===== src/lc_pkg.sv =====
// Purpose: Shared constants and types for the configurable logic cell.
// Assumes: One system clock; configuration is static while running.
// Notes:   Selection encodings and table widths live here only.
package lc_pkg;

	// Number of inputs of each four-input table.
	localparam int LC_LUT4_W = 4;
	// Number of entries of a four-input table.
	localparam int LC_LUT4_N = 16;
	// Number of entries of the three-input combiner table.
	localparam int LC_LUT3_N = 8;
	// Reset value of every table bit and storage element.
	localparam logic LC_RST_BIT = 1'h0;

	// Source of a combiner input that may come from a table.
	typedef enum logic [0:0] {
		LC_HSRC_EXT = 1'h0,  // External combiner input.
		LC_HSRC_LUT = 1'h1   // Output of table A or B.
	} lc_hsrc_t;

	// Data source of a storage element.
	typedef enum logic [1:0] {
		LC_DSRC_DIR = 2'h0,  // Direct data input.
		LC_DSRC_LUT = 2'h1,  // Own table output (A or B).
		LC_DSRC_CMB = 2'h2   // Combiner output.
	} lc_dsrc_t;

	// Memory organisation of tables A and B.
	typedef enum logic [1:0] {
		LC_MEM_LOGIC = 2'h0, // Plain lookup tables.
		LC_MEM_16X2  = 2'h1, // Two 16x1 single-port RAMs.
		LC_MEM_32X1  = 2'h2, // One 32x1 single-port RAM.
		LC_MEM_DUAL  = 2'h3  // One 16x1 RAM, two read ports.
	} lc_mem_t;

endpackage


===== src/lc_cell.sv =====
// Purpose: Configurable logic cell with two 4-input tables, a 3-input
//          combiner, two storage elements and table RAM modes.
// Assumes: Configuration ports are loaded before operation and held.
// Notes:   Latch mode is modelled as a register loading its data every cycle.
// Overview of operation
// - Tables A and B: any 4-input function.
// - Combiner C: any 3-input function.
// - Two combiner inputs: table or external.
// - Third combiner input always external input one.
// - Outputs select table A/B or combiner.
// - Two storage elements, usable independently.
// - Flip-flops, optional latch in extended variant.
// - Direct input to either storage element.
// - Fifteen inputs, four outputs to routing.
// - Only two unregistered results leave cell.
// - Any five-variable function via combiner.
// - Tables usable as synchronous, dual-port RAM.
// - RAM as two 16x1 or one 32x1.
// - Write enable acts as clock enable.
// - Dual port: one write, two reads.
// - 32-word mode: data one is address bit.
`timescale 1ns/10ps
module lc_cell
	import lc_pkg::*;
#(
	parameter bit LATCH_OK = 1'b1  // Extended variant offering latches.
) (
	// Clock and reset.
	input  wire logic                 clk_sys,
	input  wire logic                 rst,
	// Cell routing inputs (eleven).
	input  wire logic [LC_LUT4_W-1:0] lut_a_inputs,
	input  wire logic [LC_LUT4_W-1:0] lut_b_inputs,
	input  wire logic                 combiner_ext_in_zero,
	input  wire logic                 combiner_ext_in_one,
	input  wire logic                 combiner_ext_in_two,
	// Cell routing outputs (four).
	output logic                      comb_out_x,
	output logic                      comb_out_y,
	output logic                      reg_out_x,
	output logic                      reg_out_y,
	// Configuration load.
	input  wire logic                 cfg_load,
	input  wire logic [LC_LUT4_N-1:0] cfg_lut_a,
	input  wire logic [LC_LUT4_N-1:0] cfg_lut_b,
	input  wire logic [LC_LUT3_N-1:0] cfg_lut_c,
	// Configuration selections (static).
	input  wire logic                 cfg_h0_src,
	input  wire logic                 cfg_h2_src,
	input  wire logic                 cfg_x_sel_cmb,
	input  wire logic                 cfg_y_sel_cmb,
	input  wire logic [1:0]           cfg_x_dsrc,
	input  wire logic [1:0]           cfg_y_dsrc,
	input  wire logic                 cfg_latch,
	input  wire logic [1:0]           cfg_mem_mode,
	// Dual-port read address (second read port).
	input  wire logic [LC_LUT4_W-1:0] dp_rd_addr
);

	// In RAM modes the combiner external inputs take data roles.
	logic ram_data_in_zero;  // Write data (table A in 16x2 mode).
	logic ram_data_in_one;   // Table B data, or fifth address bit.
	logic ram_wr_en;         // Write enable, a pure clock enable.
	assign ram_data_in_zero = combiner_ext_in_two;
	assign ram_data_in_one  = combiner_ext_in_one;
	assign ram_wr_en        = combiner_ext_in_zero;

	// Table contents, loaded by configuration or written as RAM.
	logic [LC_LUT4_N-1:0] lut_a_ff, nxt_lut_a;
	logic [LC_LUT4_N-1:0] lut_b_ff, nxt_lut_b;
	logic [LC_LUT3_N-1:0] lut_c_ff, nxt_lut_c;
	// Storage elements.
	logic                 stx_ff, nxt_stx;
	logic                 sty_ff, nxt_sty;
	// Combinational internals.
	logic lut_a_out, lut_b_out, cmb_out;
	logic h_in0, h_in2;
	logic d_x, d_y;
	lc_mem_t mem_mode;

	assign mem_mode = lc_mem_t'(cfg_mem_mode);

	// Table lookup is shared by A, B and the second read port.
	function automatic logic lut4(input logic [LC_LUT4_N-1:0] tbl,
	                              input logic [LC_LUT4_W-1:0] idx);
		lut4 = tbl[idx];
	endfunction

	// Storage source decode, used once per storage element.
	function automatic logic dsel(input logic [1:0] sel, input logic dir,
	                              input logic lut, input logic cmb);
		unique case (lc_dsrc_t'(sel))
			LC_DSRC_DIR: dsel = dir;
			LC_DSRC_LUT: dsel = lut;
			LC_DSRC_CMB: dsel = cmb;
			default:     dsel = dir;  // Unused code falls back to direct.
		endcase
	endfunction

	// Table reads; 32x1 picks A or B by the fifth address bit.
	always_comb begin
		lut_a_out = lut4(lut_a_ff, lut_a_inputs);
		lut_b_out = lut4(lut_b_ff, lut_b_inputs);
		if (mem_mode == LC_MEM_32X1) begin
			// Both halves see the A address; both outputs carry it.
			lut_a_out = lut4(ram_data_in_one ? lut_b_ff : lut_a_ff,
			                 lut_a_inputs);
			lut_b_out = lut_a_out;
		end else if (mem_mode == LC_MEM_DUAL) begin
			// A port reads the write address, B port reads its own.
			lut_b_out = lut4(lut_a_ff, dp_rd_addr);
		end
	end

	// Combiner input selection and lookup.
	always_comb begin
		h_in0 = (lc_hsrc_t'(cfg_h0_src) == LC_HSRC_LUT) ? lut_a_out
		        : combiner_ext_in_zero;
		h_in2 = (lc_hsrc_t'(cfg_h2_src) == LC_HSRC_LUT) ? lut_b_out
		        : combiner_ext_in_two;
		// The middle input never comes from a table; with both tables
		// feeding it, C selects between them for five variables.
		cmb_out = lut_c_ff[{h_in2, combiner_ext_in_one,
		                    h_in0}];
	end

	// Only these two unregistered results leave the cell.
	always_comb begin
		comb_out_x = cfg_x_sel_cmb ? cmb_out : lut_a_out;
		comb_out_y = cfg_y_sel_cmb ? cmb_out : lut_b_out;
	end

	// Storage data sources; the direct input is external input two.
	always_comb begin
		d_x = dsel(cfg_x_dsrc, combiner_ext_in_two, lut_a_out,
		           cmb_out);
		d_y = dsel(cfg_y_dsrc, combiner_ext_in_two, lut_b_out,
		           cmb_out);
	end

	// Table next state: configuration load, else RAM writes only.
	always_comb begin
		nxt_lut_a = lut_a_ff;
		nxt_lut_b = lut_b_ff;
		nxt_lut_c = lut_c_ff;
		if (cfg_load) begin
			nxt_lut_a = cfg_lut_a;
			nxt_lut_b = cfg_lut_b;
			nxt_lut_c = cfg_lut_c;
		end else if (ram_wr_en) begin
			unique case (mem_mode)
				LC_MEM_LOGIC: begin
					// Logic tables are never written at run time.
				end
				LC_MEM_16X2: begin
					nxt_lut_a[lut_a_inputs] = ram_data_in_zero;
					nxt_lut_b[lut_b_inputs] = ram_data_in_one;
				end
				LC_MEM_32X1: begin
					if (ram_data_in_one) begin
						nxt_lut_b[lut_a_inputs] = ram_data_in_zero;
					end else begin
						nxt_lut_a[lut_a_inputs] = ram_data_in_zero;
					end
				end
				LC_MEM_DUAL: begin
					// One write port; the B copy is unused here.
					nxt_lut_a[lut_a_inputs] = ram_data_in_zero;
				end
			endcase
		end
	end

	// Table registers.
	always_ff @(posedge clk_sys) begin
		if (rst) begin
			lut_a_ff <= '0;
			lut_b_ff <= '0;
			lut_c_ff <= '0;
		end else begin
			lut_a_ff <= nxt_lut_a;
			lut_b_ff <= nxt_lut_b;
			lut_c_ff <= nxt_lut_c;
		end
	end

	// Storage next state. In latch mode the element follows its data
	// every cycle; a cycle-based model cannot be truly transparent.
	always_comb begin
		nxt_stx = stx_ff;
		nxt_sty = sty_ff;
		if (cfg_latch && LATCH_OK) begin
			nxt_stx = d_x;
			nxt_sty = d_y;
		end else begin
			nxt_stx = d_x;
			nxt_sty = d_y;
		end
	end

	// Storage registers, cleared by reset.
	always_ff @(posedge clk_sys) begin
		if (rst) begin
			stx_ff <= LC_RST_BIT;
			sty_ff <= LC_RST_BIT;
		end else begin
			stx_ff <= nxt_stx;
			sty_ff <= nxt_sty;
		end
	end

	// Registered outputs come straight from the storage elements.
	assign reg_out_x = stx_ff;
	assign reg_out_y = sty_ff;
endmodule


===== config.mk =====
export PLATFORM = sky130hd
export DESIGN_NAME = lc_cell
export DESIGN_NICKNAME = d
export VERILOG_FILES = /design/src/lc_pkg.sv /design/src/lc_cell.sv
export SDC_FILE = /design/constraint.sdc
export NUM_CORES = 1
export LEC_CHECK = 0
export BUFFER_PORTS_ARGS = -buffer_cell sky130_fd_sc_hd__clkbuf_2
export CORE_ASPECT_RATIO = 1.1
export CORE_UTILIZATION = 45
export CTS_CLUSTER_SIZE = 28
export DETAILED_ROUTE_END_ITERATION = 12
export PLACE_DENSITY = 0.76
export SETUP_SLACK_MARGIN = 0.2
export SYNTH_ARGS = -nofsm -noshare
export SYNTH_HDL_FRONTEND = slang
export SYNTH_SLANG_ARGS = --single-unit

===== constraint.sdc =====
create_clock -name clk_sys -period 2.2 [get_ports clk_sys]
set_input_delay 0.22 -clock clk_sys [delete_from_list [all_inputs] [get_ports clk_sys]]
set_output_delay 0.22 -clock clk_sys [all_outputs]
set_load 0.01 [all_outputs]

* Word level (Yosys, flattened, before mapping)
Cells that the tools add are included.
** Word-level totals
- Register bits :: 42
- Word-level logic and storage cells :: 63
** Cells by class
- $lt $le $gt $ge :: 6
- Equality and inequality tests :: 9
- Muxes and demuxes :: 35
- Reduce and logical (&&, ||, !) cells :: 8
** Operator list (number)
- $mux 16 :: 7
- $pmux 16 s2 :: 2
- $bwmux 16 :: 3
- $bmux 1 s4 :: 4
- $lt 4x5->1 const B :: 3
- $mux 1 :: 14
- $demux 1 s4 :: 2
- $eq 2x2->1 const B :: 4
- $ge 4x1->1 const B :: 2
- $eq 2x1->1 const B :: 3
- $ne 3x3->1 const B :: 2
- $reduce_and 3->1 :: 2
- $reduce_bool 3->1 :: 2
- $lt 3x4->1 const B :: 1
- $pmux 1 s2 :: 2
- $bmux 1 s3 :: 1
- $logic_and 1x1->1 :: 2
- $reduce_bool 2->1 :: 1
- $reduce_or 2->1 :: 1

* Depth between registers and ports, before layout
- Depth after elaboration :: 9
- Gate-level depth with buffers :: 10
- Gate-level depth less buffers :: 8

* Least setup slack after synthesis
OpenSTA, ideal clock, no wires.
- Path kind :: in2out
- Start point :: input port lut_a_inputs[0]
- End point :: output port comb_out_y
- Arrival :: 2169 ps
- Path slack :: -189 ps
- Stages :: 9
- Buffers on the path :: 1
- Path through :: buf_2 mux4_2 mux2i_1 o21ai_1 o32ai_1 a31o_1 mux4_2 mux2i_1 mux2i_1
** Between the ends
- Longest elaborated chain between the ends :: 7
- Elaborated cells between the ends (all ways) :: 11
- Those cells by class :: 11 x mux
** Ends and longest elaborated chain
- from (decl) :: RTL line lc_cell.sv:32 : input wire logic [LC_LUT4_W-1:0] lut_a_inputs,
- $bmux 1 s4 :: RTL line lc_cell.sv:86 : lut4 = tbl[idx];
- $mux 1 (not written as such) :: RTL line lc_cell.sv:86
- $mux 1 :: RTL line lc_cell.sv:104 : if (mem_mode == LC_MEM_32X1) begin
- $mux 1, on equally long branches :: RTL line lc_cell.sv:117, lc_cell.sv:119
- $bmux 1 s3 :: RTL line lc_cell.sv:123 : cmb_out = lut_c_ff[{h_in2, combiner_ext_in_one,
- $mux 1 (not written as such) :: RTL line lc_cell.sv:123
- $mux 1 * :: RTL line lc_cell.sv:130 : comb_out_y = cfg_y_sel_cmb ? cmb_out : lut_b_out;
- to (decl) :: RTL line lc_cell.sv:39 : output logic comb_out_y,
Every way passes the cells marked *; elsewhere a longest branch is shown, timed or not. The select of a mux whose other input is x is not followed.

* Worst setup path in the final report
- Start point :: register lut_a_ff[15]
- End point :: output port comb_out_y
** Between the ends
- Longest elaborated chain between the ends :: 8
- Elaborated cells between the ends (all ways) :: 15
- Those cells by class :: 15 x mux
** Ends and longest elaborated chain
- from (decl) :: RTL line lc_cell.sv:69 : logic [LC_LUT4_N-1:0] lut_a_ff, nxt_lut_a;
- from (signal assigned) :: RTL line lc_cell.sv:181 : lut_a_ff <= nxt_lut_a;
- $mux 16 or $bmux 1 s4 (tied branches) :: RTL line lc_cell.sv:106, lc_cell.sv:86
- $bmux 1 s4 or $mux 1 (tied branches) :: RTL line lc_cell.sv:86
- $mux 1, on equally long branches :: RTL line lc_cell.sv:86, lc_cell.sv:109
- $mux 1 :: RTL line lc_cell.sv:104
- $mux 1, on equally long branches :: RTL line lc_cell.sv:117, lc_cell.sv:119
- $bmux 1 s3 :: RTL line lc_cell.sv:123
- $mux 1 (not written as such) :: RTL line lc_cell.sv:123
- $mux 1 * :: RTL line lc_cell.sv:130
Marks and branches as above.

==> results by group <==
Outcome
  – Outcome: finished with violations
  – Violated checks: negative setup slack

Timing
  – Setup ws final: -0.589 ns
  – Slew margin rel.: a little under a third
  – Worst Tran Pin Value: 1.03 ns
  – Setup Skew: 0.00615 ns
  – Fin. Hold Viols: 0
  – Unrepaired setup endpoints after global routing: true
  – Setup TNS: -1.44 ns
  – Max Fclk: 0.359 GHz
  – Post-route clock period utilization: 127%
  – Max Slew Vio Count: 0
  – Fin crit period: 2.79 ns
  – Setup-failing EPs final: 4

Global route
  – Gr ovfl total: 0
  – First-pass GRT wire length: 18.9 mm
  – Busiest grt layer: met2
  – Total Routing Usage GR: 31.3%
  – Met1 Track Usage GR: between 30% and 40%
  – Met3 global-route usage: 4.55%
  – Vias in the first global route: between 3,000 and 4,000
  – Met2 usage: 52.8%
  – Pin count of the biggest net entering global routing: 48
  – Number of antenna violations at the first check in global routing: 0

Pwr
  – Lkg Pwr: roughly 0.0019 µW
  – Pwr Total: 2320 µW
  – Pwr Density: 539 mW/mm²
  – Max VDD drop: about 0.0003 V

Floorplanning
  – Die footprint: around 0.0076 mm²
  – Die Wd: 83.0 µm
  – I/O pins: 73
  – Row count: 32
  – Initial core utilization: 46.4%
  – Die Ht: around 91 µm
  – CORE AREA: 0.00701 mm²

Place
  – Dpl hpwl: 8.90 mm
  – Post-DP Area: 0.00415 mm²
  – Placed Cells: 600
  – PortBufs: 71
  – GPL Wtd Cong: between 1 and 1.5

Clock tree
  – CTS tree: built
  – Worst-Skew Late Latency: 0.31 ns
  – H-Tree Depth: 2
  – Hold buffers post-CTS: 0
  – Clk pin slew, worst setup/hold paths: 0.10 ns
  – Number of CTS-inserted buffers: 5
  – Sinks on Clock Net: 42
  – Root Driver: clkbuf_8
  – CTS Buffer Depth: 2

Finish
  – Fillers: 630
  – Layout cell share with drive strength beyond 1: 34.4%
  – Fin cells: 611
  – Nets: 598
  – Antenna Cells: 0
  – FF+latch area: 847 µm²
  – Fin util: between 60% and 70%
  – Area of the multi-input gates: between 0.002 and 0.0025 mm²
  – Fin area: between 0.004 and 0.005 mm²
  – P&R area growth vs syn: 32.5%

Setup path
  – Critical path buffers and inverters: 1
  – Crit path top cell by count: mux4_2
  – WS Path Type: reg2out
  – Crit path max-delay family: multiplexers
  – Crit-path cells: mux4_2 -> mux4_2 -> nand3_1 -> nand2_1 -> a21oi_2 -> mux2_4 -> mux2i_2 -> mux2i_1 -> clkbuf_2
  – Slowest stage delay, CP: 0.51 ns
  – CP arrival: 2.57 ns
  – Crit end category: output pin
  – Critical Path RT: 1.98 ns
  – Slowest cell on the critical path: mux4_2
  – Startpoint Class: flip-flop
  – Worst Path Max Fanout: 3

Routing
  – DRT antenna net count: 0
  – Initial DRT Pass Iterations: 5
  – Residual DRC count: 0
  – Routed WL per cell: around 19 µm
  – Initial drt markers: 389
  – Total number of vias: 3,871
  – Vias per cell: 6.34
  – Routed wire length: 11.7 mm

Yosys
  – Library cells used by synthesis: 41
  – Synth Flop Type: dfxtp_1
  – Seq/Total Area, Yosys: 25.9%
  – Most frequent cells after synthesis: 68 x nor2_1, 42 x dfxtp_1, 34 x a21oi_1
  – Mean post-synth cell area: 8.08 µm²
  – Yosys reg bits: 42
  – Syn_nets: 475
  – EDFF count, synth: 0
  – Cells after Synth: 402
  – Area leader, netlist: dfxtp_1
  – Area contributors post-synth: dfxtp_1 26%, mux4_2 9.7%, mux2i_1 8.6%
  – Syn Std Cell Area: 0.00325 mm²
  – Synth async-reset ratio: 0%
  – Synth warn: 0
  – Most frequent cell after synthesis: nor2_1
  – Share of the synthesized area in the top cell type: 25.9%

Hold path
  – Hold Crit Class: in2reg

Run
  – Max Cap Viol: 0
metal layers:
| metal | vias to the layer above | part of all wire, % |
|---|---|---|
| met4 | 0 | 6.0 |
| li1 | 1777 | - |
| met3 | 59 | 7.9 |
| met1 | 1812 | 39 |
| met5 | - | 0 |
| met2 | 223 | 48 |
flip-flops by register name, summed over array words and instances, names as in the netlist:
name / flops
lut_a_ff: 16
lut_b_ff: 16
lut_c_ff: 8
reg_out_x: 1
reg_out_y: 1
what timing repair did:
| action | 4_1_cts | 5_1_grt |
|---|---|---|
| resized for setup | 5 | 3 |
| pin swaps | 0 | 1 |
| buffers inserted | 1 | 2 |
| endpoints found under the setup margin | 4 | 6 |
logic make-up (layout without fill, tap and decap cells):
family                     after synthesis  after routing  share of synthesized area, %
and+or+nand+nor                        168            168                          24.5
muxes                                   45             45                          20.4
AOI/OAI and AO/OA                      103            103                          22.4
adders and majority gates                4              4                          1.54
buffers and inverters                   40            164                          5.20
DFF                                     42             42                          25.9
through the flow:
step                hold WS, ns  worst slack, ns
CTS                       0.148           -0.579
floorplan                 0.367          -0.0419
global route              0.160           -0.704
detailed placement        0.468           -0.396
finish                    0.141           -0.589
global placement          0.461           -0.341
cell usage in the layout, fill, tap and decap left out, types with 4 or more instances in the layout:
master / n
nand4_1: 4
nand2b_1: 6
dfxtp_2: 5
dfxtp_1: 37
a21oi_1: 34
nor3_1: 5
buf_4: 74
nand2_1: 33
nand3_1: 20
ha_1: 4
inv_1: 9
a22oi_1: 4
mux4_2: 14
a221oi_1: 14
clkbuf_2: 71
nor2b_1: 10
clkbuf_8: 5
a31oi_1: 7
nor3b_1: 14
o221ai_1: 14
nor2_1: 67
mux2i_1: 27
a311oi_1: 17
power breakdown:
group	leakage, µW	internal [µW]	switching (µW)	total, µW
clock	0.0000585	341	325	667
sequential	0.000349	825	45.8	870
combinational	0.00149	386	396	782
cell type report:
class | instances | area share [%]
multi-input combinational | 320 | 52.4
timing repair buffer | 147 | 22.1
sequential | 42 | 19.7
tap | 85 | 2.47
clock buffer | 5 | 1.60
clock inverter | 3 | 1.02
inverter | 9 | 0.785
final timing paths:
check | from | to | slack (ns) | depth (start not counted)
min reg2reg | lut_c_ff[2]$_SDFFE_PP0P_ | lut_c_ff[2]$_SDFFE_PP0P_ | 0.51 | 2
max reg2reg | lut_a_ff[0]$_SDFFE_PP0P_ | reg_out_y$_SDFF_PP0_ | -0.15 | 10
min | cfg_lut_c[1] | lut_c_ff[1]$_SDFFE_PP0P_ | 0.14 | 3
max | lut_a_ff[15]$_SDFFE_PP0P_ | comb_out_y | -0.59 | 9
worst min-delay path, cell delays in order:
cell      delay (ns)
clkbuf_2        0.08
mux2i_1         0.05
nor2_1          0.07
Note: power is estimated with default switching activity, not from simulation.
